`src/design/msc_regs.svh`:
```
// Constants for the motor drive supervisor and configuration block
`ifndef MSC_REGS_SVH
`define MSC_REGS_SVH
// Field widths
`define MSC_VOLT_W 9
`define MSC_CUR_W 8
`define MSC_SPEED_W 8
`define MSC_BEMF_W 8
`define MSC_DIV_W 5
`define MSC_SLEEP_W 24
`define MSC_DECEL_W 4
// Override encodings for direction and brake
`define MSC_OVR_PIN 2'h0
`define MSC_OVR_FORCE_ON 2'h1
`define MSC_OVR_FORCE_OFF 2'h2
// Tacho loop select encodings
`define MSC_TSEL_CLOSED 2'h0
`define MSC_TSEL_BOTH 2'h1
`define MSC_TSEL_OPEN 2'h2
// Single-bit modes
`define MSC_TACHO_WHILE_DRIVEN 1'h0
`define MSC_LP_STANDBY 1'h0
`define MSC_BRAKE_LOW_SIDE 1'h0
`define MSC_MOD_CONTINUOUS 1'h0
`define MSC_REC_AUTO 1'h0
// Supply limit ranges in units of 100 mV
`define MSC_LOW_LIMIT_MIN 9'h02D
`define MSC_LOW_LIMIT_MAX 9'h07D
`define MSC_HIGH_LIMIT_MIN 9'h0C8
`define MSC_HIGH_LIMIT_MAX 9'h15E
// Safe deceleration step used by the surge guard
`define MSC_SAFE_DECEL 4'h1
// Commutation step count
`define MSC_STEP_LAST 3'h5
`define MSC_STEP_FIRST 3'h0
`endif

```
`src/design/msc_pkg.sv`:
```
// Types for the motor drive supervisor and configuration block
`include "msc_regs.svh"
package msc_pkg;
  typedef enum logic [1:0] {
    MSC_LOOP_STOPPED = 2'b00,
    MSC_LOOP_OPEN = 2'b01,
    MSC_LOOP_CLOSED = 2'b10,
    MSC_LOOP_COAST = 2'b11
  } msc_loop_e;

  typedef enum logic [1:0] {
    MSC_PWR_ACTIVE = 2'b00,
    MSC_PWR_STANDBY = 2'b01,
    MSC_PWR_SLEEP = 2'b10
  } msc_pwr_e;

  typedef struct packed {
    logic low_power_state_select;
    logic [1:0] dir_override;
    logic [1:0] brake_override;
    logic brake_pin_mode;
    logic tacho_activity_mode;
    logic [1:0] tacho_loop_select;
    logic [`MSC_DIV_W-1:0] tacho_divider;
    logic [`MSC_BEMF_W-1:0] tacho_backemf_threshold;
    logic modulation_scheme;
    logic bus_current_limit_enable;
    logic [`MSC_CUR_W-1:0] bus_current_limit;
    logic surge_guard_enable;
    logic [`MSC_DECEL_W-1:0] decel_step;
    logic [`MSC_VOLT_W-1:0] supply_low_limit;
    logic [`MSC_VOLT_W-1:0] supply_high_limit;
    logic undervolt_recovery_select;
    logic overvolt_recovery_select;
    logic [`MSC_SPEED_W-1:0] speed_threshold;
    logic [`MSC_SLEEP_W-1:0] sleep_entry_cycles;
  } msc_cfg_s;

  typedef struct packed {
    logic a_hi;
    logic a_lo;
    logic b_hi;
    logic b_lo;
    logic c_hi;
    logic c_lo;
  } msc_gate_s;
endpackage : msc_pkg

```
`src/design/msc_supervisor.sv`:
```
// Supervisor and configuration logic of a three-phase sensorless motor controller
`timescale 1ns/1ns
`default_nettype none
`include "msc_regs.svh"

module msc_supervisor (
  input wire logic clk,
  input wire logic sys_rst,
  input wire logic clk_en,
  input wire msc_pkg::msc_cfg_s cfg,
  input wire logic dir_pin,
  input wire logic brake_pin,
  input wire logic [`MSC_SPEED_W-1:0] speed_in,
  input wire msc_pkg::msc_loop_e loop_state,
  input wire logic comm_tick,
  input wire logic [`MSC_BEMF_W-1:0] backemf_level,
  input wire logic [`MSC_CUR_W-1:0] bus_current,
  input wire logic [`MSC_VOLT_W-1:0] bus_voltage,
  input wire logic fault_clear,
  output msc_pkg::msc_gate_s gates,
  output logic dir_clockwise,
  output logic braking,
  output logic charge_pump_enable,
  output logic analog_supply_regulator,
  output logic serial_bus_enable,
  output msc_pkg::msc_pwr_e power_state,
  output logic tacho_output,
  output logic [`MSC_SPEED_W-1:0] duty_applied,
  output logic current_limit_active,
  output logic undervolt_fault,
  output logic overvolt_fault
);

  // ***************************************************************
  // Functions
  // ***************************************************************
  // Phase driven high in a six-step commutation step (0 A, 1 B, 2 C)
  function automatic logic [1:0] hi_phase(input logic [2:0] step);
    case (step)
      3'h0, 3'h1: hi_phase = 2'h0;
      3'h2, 3'h3: hi_phase = 2'h1;
      default: hi_phase = 2'h2;
    endcase
  endfunction : hi_phase

  // Phase held low in the same step
  function automatic logic [1:0] lo_phase(input logic [2:0] step);
    case (step)
      3'h0, 3'h5: lo_phase = 2'h1;
      3'h1, 3'h2: lo_phase = 2'h2;
      default: lo_phase = 2'h0;
    endcase
  endfunction : lo_phase

  // Clamp a setting into its accepted range
  function automatic logic [`MSC_VOLT_W-1:0] clamp_volt(
    input logic [`MSC_VOLT_W-1:0] v,
    input logic [`MSC_VOLT_W-1:0] lo,
    input logic [`MSC_VOLT_W-1:0] hi
  );
    if (v < lo) begin
      clamp_volt = lo;
    end else if (v > hi) begin
      clamp_volt = hi;
    end else begin
      clamp_volt = v;
    end
  endfunction : clamp_volt

  // ***************************************************************
  // Low-power entry
  // ***************************************************************
  logic [`MSC_SLEEP_W-1:0] slow_cnt_ff;
  logic [`MSC_SLEEP_W-1:0] nxt_slow_cnt;
  msc_pkg::msc_pwr_e pwr_ff;
  msc_pkg::msc_pwr_e nxt_pwr;
  wire logic speed_low = speed_in < cfg.speed_threshold;
  wire logic slow_expired = slow_cnt_ff >= cfg.sleep_entry_cycles;
  wire logic low_power = pwr_ff != msc_pkg::MSC_PWR_ACTIVE;
  wire logic enter_sleep = cfg.low_power_state_select != `MSC_LP_STANDBY;
  // Gates register alongside power_state, so they must see the state being entered
  wire logic nxt_low_power = nxt_pwr != msc_pkg::MSC_PWR_ACTIVE;

  // Any sample at or above threshold restarts the count
  assign nxt_slow_cnt = !speed_low ? '0 : (slow_expired ? slow_cnt_ff : slow_cnt_ff + 1'b1);

  always_comb begin
    nxt_pwr = pwr_ff;
    unique case (pwr_ff)
      msc_pkg::MSC_PWR_ACTIVE: begin
        if (speed_low && slow_expired) begin
          nxt_pwr = enter_sleep ? msc_pkg::MSC_PWR_SLEEP : msc_pkg::MSC_PWR_STANDBY;
        end
      end
      msc_pkg::MSC_PWR_STANDBY, msc_pkg::MSC_PWR_SLEEP: begin
        if (!speed_low) begin
          nxt_pwr = msc_pkg::MSC_PWR_ACTIVE;
        end
      end
      default: nxt_pwr = msc_pkg::MSC_PWR_ACTIVE;
    endcase
  end

  always_ff @(posedge clk) begin
    if (sys_rst) begin
      slow_cnt_ff <= '0;
      pwr_ff <= msc_pkg::MSC_PWR_ACTIVE;
    end else if (clk_en) begin
      slow_cnt_ff <= nxt_slow_cnt;
      pwr_ff <= nxt_pwr;
    end
  end

  // ***************************************************************
  // Direction and brake selection
  // ***************************************************************
  wire logic dir_cw_sel = (cfg.dir_override == `MSC_OVR_FORCE_ON) ? 1'b1 :
                          (cfg.dir_override == `MSC_OVR_FORCE_OFF) ? 1'b0 :
                          dir_pin;
  wire logic brake_sel = (cfg.brake_override == `MSC_OVR_FORCE_ON) ? 1'b1 :
                         (cfg.brake_override == `MSC_OVR_FORCE_OFF) ? 1'b0 :
                         brake_pin;
  wire logic align_mode = cfg.brake_pin_mode != `MSC_BRAKE_LOW_SIDE;

  // ***************************************************************
  // Speed ramp, current limit and surge guard
  // ***************************************************************
  logic [`MSC_SPEED_W-1:0] duty_ff;
  logic [`MSC_SPEED_W-1:0] nxt_duty;
  wire logic over_current = cfg.bus_current_limit_enable && (bus_current > cfg.bus_current_limit);
  wire logic [`MSC_DECEL_W-1:0] decel_used =
    cfg.surge_guard_enable ? `MSC_SAFE_DECEL : cfg.decel_step;
  wire logic [`MSC_SPEED_W-1:0] decel_ext = {{(`MSC_SPEED_W-`MSC_DECEL_W){1'b0}}, decel_used};
  wire logic [`MSC_SPEED_W-1:0] dec_floor = (duty_ff > decel_ext) ? duty_ff - decel_ext : '0;
  wire logic [`MSC_SPEED_W-1:0] dec_target = (dec_floor < speed_in) ? speed_in : dec_floor;

  always_comb begin
    nxt_duty = duty_ff;
    if (over_current) begin
      // Shed speed one step per cycle until the supply current falls back
      nxt_duty = (duty_ff != '0) ? duty_ff - 1'b1 : duty_ff;
    end else if (speed_in > duty_ff) begin
      nxt_duty = duty_ff + 1'b1;
    end else if (speed_in < duty_ff) begin
      nxt_duty = dec_target;
    end
  end

  // ***************************************************************
  // Supply supervision
  // ***************************************************************
  wire logic [`MSC_VOLT_W-1:0] low_lim =
    clamp_volt(cfg.supply_low_limit, `MSC_LOW_LIMIT_MIN, `MSC_LOW_LIMIT_MAX);
  wire logic [`MSC_VOLT_W-1:0] high_lim =
    clamp_volt(cfg.supply_high_limit, `MSC_HIGH_LIMIT_MIN, `MSC_HIGH_LIMIT_MAX);
  wire logic uv_cond = bus_voltage < low_lim;
  wire logic ov_cond = bus_voltage > high_lim;
  // Condition present always sets; a latched fault waits for an explicit clear
  wire logic uv_auto = cfg.undervolt_recovery_select == `MSC_REC_AUTO;
  wire logic ov_auto = cfg.overvolt_recovery_select == `MSC_REC_AUTO;
  wire logic nxt_uv = uv_cond || (undervolt_fault && !uv_auto && !fault_clear);
  wire logic nxt_ov = ov_cond || (overvolt_fault && !ov_auto && !fault_clear);
  wire logic fault_any = undervolt_fault || overvolt_fault;

  // ***************************************************************
  // Commutation and PWM
  // ***************************************************************
  logic [2:0] step_ff;
  logic [2:0] nxt_step;
  logic [`MSC_SPEED_W-1:0] carrier_ff;
  wire logic driving = (loop_state == msc_pkg::MSC_LOOP_OPEN) ||
                       (loop_state == msc_pkg::MSC_LOOP_CLOSED);
  wire logic run_ok = driving && !low_power && !fault_any;
  wire logic pwm_on = carrier_ff < duty_ff;
  wire logic svm_cont = cfg.modulation_scheme == `MSC_MOD_CONTINUOUS;

  // Clockwise walks steps upward (A, B, C peaks); anti-clockwise walks down (A, C, B)
  always_comb begin
    nxt_step = step_ff;
    if (comm_tick && run_ok) begin
      if (dir_cw_sel) begin
        nxt_step = (step_ff == `MSC_STEP_LAST) ? `MSC_STEP_FIRST : step_ff + 1'b1;
      end else begin
        nxt_step = (step_ff == `MSC_STEP_FIRST) ? `MSC_STEP_LAST : step_ff - 1'b1;
      end
    end
  end

  logic [2:0] hi_vec;
  logic [2:0] lo_vec;
  wire logic [1:0] hp = hi_phase(step_ff);
  wire logic [1:0] lp = lo_phase(step_ff);

  genvar gi;
  generate
    for (gi = 0; gi < 3; gi++) begin : g_phase
      wire logic is_hi = hp == 2'(gi);
      wire logic is_lo = lp == 2'(gi);
      always_comb begin
        hi_vec[gi] = 1'b0;
        lo_vec[gi] = 1'b0;
        if (low_power || nxt_low_power || fault_any) begin
          hi_vec[gi] = 1'b0;
          lo_vec[gi] = 1'b0;
        end else if (brake_sel && !align_mode) begin
          lo_vec[gi] = 1'b1;
        end else if (brake_sel) begin
          // Phase A sources, B and C sink: a fixed DC vector holds the rotor
          hi_vec[gi] = (gi == 0) && pwm_on;
          lo_vec[gi] = (gi != 0);
        end else if (run_ok) begin
          hi_vec[gi] = is_hi && pwm_on;
          // Continuous keeps the clamped leg switching complementary; discontinuous
          // parks it on to save switching losses at the cost of current ripple
          lo_vec[gi] = is_lo && (svm_cont ? !pwm_on : 1'b1);
        end
      end
    end
  endgenerate

  // ***************************************************************
  // Tacho output
  // ***************************************************************
  logic [`MSC_DIV_W-1:0] tdiv_ff;
  logic tacho_ff;
  wire logic loop_ok =
    (cfg.tacho_loop_select == `MSC_TSEL_BOTH) ? driving :
    (cfg.tacho_loop_select == `MSC_TSEL_OPEN) ? (loop_state == msc_pkg::MSC_LOOP_OPEN) :
    (loop_state == msc_pkg::MSC_LOOP_CLOSED);
  wire logic bemf_ok = backemf_level >= cfg.tacho_backemf_threshold;
  wire logic tacho_run = (cfg.tacho_activity_mode == `MSC_TACHO_WHILE_DRIVEN) ?
                         (loop_ok && run_ok) :
                         ((loop_ok || !driving) && bemf_ok && !low_power);
  // A divider of zero is treated as one so the output never stalls
  wire logic div_wrap = (tdiv_ff + 1'b1 >= cfg.tacho_divider);
  wire logic [`MSC_DIV_W-1:0] nxt_tdiv = div_wrap ? '0 : tdiv_ff + 1'b1;
  wire logic nxt_tacho = !tacho_run ? (low_power ? 1'b1 : 1'b0) :
                         ((comm_tick && div_wrap) ? !tacho_ff : tacho_ff);

  // ***************************************************************
  // State registers and output flops
  // ***************************************************************
  always_ff @(posedge clk) begin
    if (sys_rst) begin
      duty_ff <= '0;
      step_ff <= `MSC_STEP_FIRST;
      carrier_ff <= '0;
      tdiv_ff <= '0;
      tacho_ff <= 1'b0;
    end else if (clk_en) begin
      duty_ff <= nxt_duty;
      step_ff <= nxt_step;
      carrier_ff <= carrier_ff + 1'b1;
      tdiv_ff <= (comm_tick && tacho_run) ? nxt_tdiv : tdiv_ff;
      tacho_ff <= nxt_tacho;
    end
  end

  always_ff @(posedge clk) begin
    if (sys_rst) begin
      gates <= '0;
      dir_clockwise <= 1'b1;
      braking <= 1'b0;
      charge_pump_enable <= 1'b1;
      analog_supply_regulator <= 1'b1;
      serial_bus_enable <= 1'b1;
      power_state <= msc_pkg::MSC_PWR_ACTIVE;
      tacho_output <= 1'b0;
      duty_applied <= '0;
      current_limit_active <= 1'b0;
      undervolt_fault <= 1'b0;
      overvolt_fault <= 1'b0;
    end else if (clk_en) begin
      gates <= '{a_hi: hi_vec[0], a_lo: lo_vec[0], b_hi: hi_vec[1],
                 b_lo: lo_vec[1], c_hi: hi_vec[2], c_lo: lo_vec[2]};
      dir_clockwise <= dir_cw_sel;
      braking <= brake_sel && !low_power;
      // Standby keeps supplies and the bus alive; only sleep shuts them down
      charge_pump_enable <= nxt_pwr != msc_pkg::MSC_PWR_SLEEP;
      analog_supply_regulator <= nxt_pwr != msc_pkg::MSC_PWR_SLEEP;
      serial_bus_enable <= nxt_pwr != msc_pkg::MSC_PWR_SLEEP;
      power_state <= nxt_pwr;
      tacho_output <= nxt_tacho;
      duty_applied <= nxt_duty;
      current_limit_active <= over_current;
      undervolt_fault <= nxt_uv;
      overvolt_fault <= nxt_ov;
    end
  end

endmodule : msc_supervisor
`default_nettype wire

```
`config.mk`:
```
export PLATFORM = sky130hd
export DESIGN_NAME = msc_supervisor
export DESIGN_NICKNAME = d
export VERILOG_FILES = /design/src/design/msc_pkg.sv /design/src/design/msc_supervisor.sv
export VERILOG_INCLUDE_DIRS = /design/src /design/src/design
export SDC_FILE = /design/constraint.sdc
export NUM_CORES = 1
export LEC_CHECK = 0
export ABC_AREA = 1
export BUFFER_PORTS_ARGS = -buffer_cell sky130_fd_sc_hd__buf_2
export CORE_AREA = 2 2 120 133
export DETAILED_ROUTE_END_ITERATION = 8
export DIE_AREA = 0 0 122 135
export GPL_ROUTABILITY_DRIVEN = 0
export PLACE_DENSITY = 0.77
export SYNTH_ARGS = -nofsm -noshare
export SYNTH_HDL_FRONTEND = slang
export SYNTH_SLANG_ARGS = --single-unit
```
`constraint.sdc`:
```
create_clock -name clk -period 9.6 [get_ports clk]
set_input_delay 2.4 -clock clk [delete_from_list [all_inputs] [get_ports clk]]
set_output_delay 2.4 -clock clk [all_outputs]
set_load 0.02 [all_outputs]
```
==> results_dict.tcl <==
set metrics [dict create \
    status "finished clean" \
    cts_buffers 9 \
    relSlewSlack_pct 33.0 \
    htreeDepth 3 \
    antenna_found_initial 0 \
    hold_start "carrier_ff[7]$_SDFFE_PP0P_" \
    r2r_slack_ps 6090 \
    hp-class "flip-flop to flip-flop" \
    holdBufCountCts 0 \
    ant_nets 0 \
    synth_cells 1047 \
    synth_compound_area_share_pct 15.5 \
    reg2reg_from "duty_applied[0]$_SDFFE_PP0P_" \
    syn_area_um2 6680 \
    cp.required_ps 9870 \
    finalClockSkew_ps 3.20 \
    crit_buf_inv 4 \
    grt_pass1_vias 6532 \
    nets 1434 \
    dp_hpwl_um 14000 \
    slowest_stage "fa_1" \
    postCtsSetupBuffers 0 \
    grt_max_degree 36 \
    grt.overflow.total 0 \
    drt_iter0_markers 386 \
    ys_seq_area_share_pct 18.9 \
    io_pins 156 \
    setup_tns_ps 0 \
    crit_family "simple AND/OR/NAND/NOR gates" \
    clk_pin_slew_ps 50 \
    start_util_pct 44.5 \
    rows 47 \
    clk_latency_ps 340 \
    critPathKind "primary input to flip-flop" \
    max_freq_mhz 190 \
    cts_buffer_depth 2 \
    route.vias.total 7157 \
    muxShareOfSynthArea_pct 0 \
    die_x_um 122 \
    die_height_um 135 \
    yosysWarnings 0 \
    arrival_ps 5520 \
    cts_resized 0 \
    track_usage_pct 21.0 \
    holdPathEnd "carrier_ff[7]$_SDFFE_PP0P_" \
    dr.pass1.iters 5 \
    ys_ff_latch 63 \
    power.leakage_uw 0.00421 \
    post_drt_via_cell_ratio 5.12 \
    drv_slew 0 \
    drt-total-wl_um 17100 \
    cp-start-kind "primary input" \
    syn_to_final_growth_pct 18.7 \
    dieArea_um2 16500 \
    setup_violations 0 \
    avgSynthCellArea_um2 6.38 \
    drcViolationCount 0 \
    synth-xor-area-share_pct 1.84 \
    worstMarginPinSlew_ps 1000 \
    antennaDiodeCount 0 \
    grt_pass1_wl_um 28300 \
    async_flop_share_pct 0 \
    cap_violations 0 \
    critical-path-max-stage-delay_ps 400 \
    worstSetupEndpointType "flip-flop" \
    cts_tree "yes" \
    min_period_ps 5260 \
    power_density_nw_per_um2 149 \
    path_cells "buf_2 -> or2_2 -> ha_1 -> fa_1 -> inv_1 -> nand3_1 -> nand2_2 -> a21oi_1 -> inv_1 -> nand3_1 -> inv_1 -> ha_1 -> a21oi_1 -> nor2_1 -> a211oi_4 -> nand2_4 -> nand2_1 -> nand3_1 -> nand2_1 -> nand2_1 -> a21oi_2" \
    period_share_pct 54.8 \
    synth_top_flop_cell "dfxtp_1" \
    grt_setup_unrepaired "no" \
    drive_gt1_share_pct 17.2 \
    min_path_cells 2 \
    synth_simple_gate_area_share_pct 31.7 \
    power_uw 1180 \
    crit_fanout 10 \
    clkSinkCount 63 \
    r2r_end "duty_applied[6]$_SDFFE_PP0P_" \
    synth_cell_types 49 \
    core_area_um2 15000 \
    synth-edff-count 0 \
    hold_viol 0 \
    io_buffers 155 \
    synth_fa_ha_area_share_pct 20.2 \
    ir_drop_uv 74.9 \
    routedWlPerCell_um 12.2 \
    worst-r2r-cell-count 20 \
    root_buffer "clkbuf_16" \
    synth_top_family_by_area "simple AND/OR/NAND/NOR gates" \
]
[layout by cell type (no fill, tap or decap), drive strengths merged, types with 3 or more instances in the layout]
master / n
o31ai: 3
a31oi: 8
dfxtp: 63
o211ai: 7
clkbuf: 13
xor2: 11
o21ai: 46
nor2: 113
a211oi: 7
a21oi: 100
ha: 106
nand3b: 3
nor4: 7
nand4: 22
inv: 182
o21a: 7
xnor2: 3
nand3: 58
nor3: 28
nand2: 239
buf: 155
[area by class of cell]
cell class	instances	area, um^2
repair buffers	155	776
inverters	183	687
fillers	1511	7070
flip-flops and latches	63	1260
clock inverters	3	65.1
well taps	196	245
clock buffers	13	260
multi-input cells	784	4630
[worst reg2reg max path, stage by stage, from the launching register on]
cell      delay (ps)
dfxtp_1          350
inv_1            250
ha_1             240
fa_1             210
inv_1             60
nand3_1          100
nand2_2           90
a21oi_1          420
inv_1            120
nand3_1          130
inv_1             50
ha_1             290
a21oi_1          170
nor2_1            90
a211oi_4         340
nand2_4          150
nand2_1           90
nand3_1           70
nand2_1           70
nand2_1           60
a21oi_2          100
[worst max path at each step]
stage	end	cells past startpoint	from
after floorplan	duty_applied[6]$_SDFFE_PP0P_	20	cfg[56]
after global placement	duty_applied[6]$_SDFFE_PP0P_	21	cfg[56]
after detailed placement	duty_applied[6]$_SDFFE_PP0P_	21	cfg[56]
after CTS	duty_applied[6]$_SDFFE_PP0P_	21	cfg[56]
after global routing	duty_applied[3]$_SDFFE_PP0P_	20	cfg[56]
final	duty_applied[6]$_SDFFE_PP0P_	21	cfg[56]
[cells by family (layout without fill, tap and decap cells)]
logic type / Yosys count / in the layout
AO/OA/AOI/OAI: 185 / 185
adder cells (fa/ha/maj): 107 / 107
flip-flops: 63 / 63
buffers and inverters: 201 / 354
other: 1 / 2
XOR/XNOR: 14 / 14
AND/OR/NAND/NOR: 476 / 476
[layer usage]
metal / global-route usage, % / share of wire, %
met5: 0 / 0
met4: 6.58 / 1.6
met3: 4.35 / 7.1
met2: 36.4 / 47
met1: 25.8 / 45
[state kept, by name, summed over array words and instances, names as in the netlist]
name	flops
tacho_output	1
gates	6
step_ff	3
tdiv_ff	5
undervolt_fault	1
power_state	2
serial_bus_enable	1
carrier_ff	8
braking	1
current_limit_active	1
overvolt_fault	1
duty_applied	8
slow_cnt_ff	24
dir_clockwise	1
[stage by stage]
stage / util (%) / hold WS [ps] / worst slack (ps) / std cells / area (um^2)
floorplan: - / 443 / 4490 / 1048 / 6680
global placement: 50.7 / 448 / 4110 / 1381 / 7600
detailed placement: 50.7 / 457 / 4030 / 1381 / 7600
CTS: 52.8 / 471 / 4370 / 1397 / 7920
global route: 52.8 / 502 / 3960 / 1397 / 7920
finish: 52.8 / 474 / 4340 / 1397 / 7920
[cells in the mapped netlist, drive strengths merged (2+ instances only)]
library cell / count / share of area [%]
or2: 2 / 0.19
a211oi: 7 / 0.97
nand2: 239 / 14
a21oi: 100 / 7.6
clkbuf: 8 / 0.47
ha: 106 / 20
a31oi: 8 / 0.75
o21bai: 2 / 0.28
o21ai: 46 / 3.4
a21o: 2 / 0.22
inv: 182 / 10
o21a: 7 / 0.79
xor2: 11 / 1.4
dfxtp: 63 / 19
xnor2: 3 / 0.39
o211ai: 7 / 0.79
nand3b: 3 / 0.34
nand4: 22 / 2.1
nor4: 7 / 0.66
nor3: 28 / 2.4
buf: 10 / 1.1
nor2: 113 / 6.7
o31ai: 3 / 0.34
nand3: 58 / 4.6
[report_power, final]
group,switching [uW],internal [uW]
clock,116,241
combinational,329,192
sequential,25.0,278
total,470,711
(Power assumes the default switching activity.)
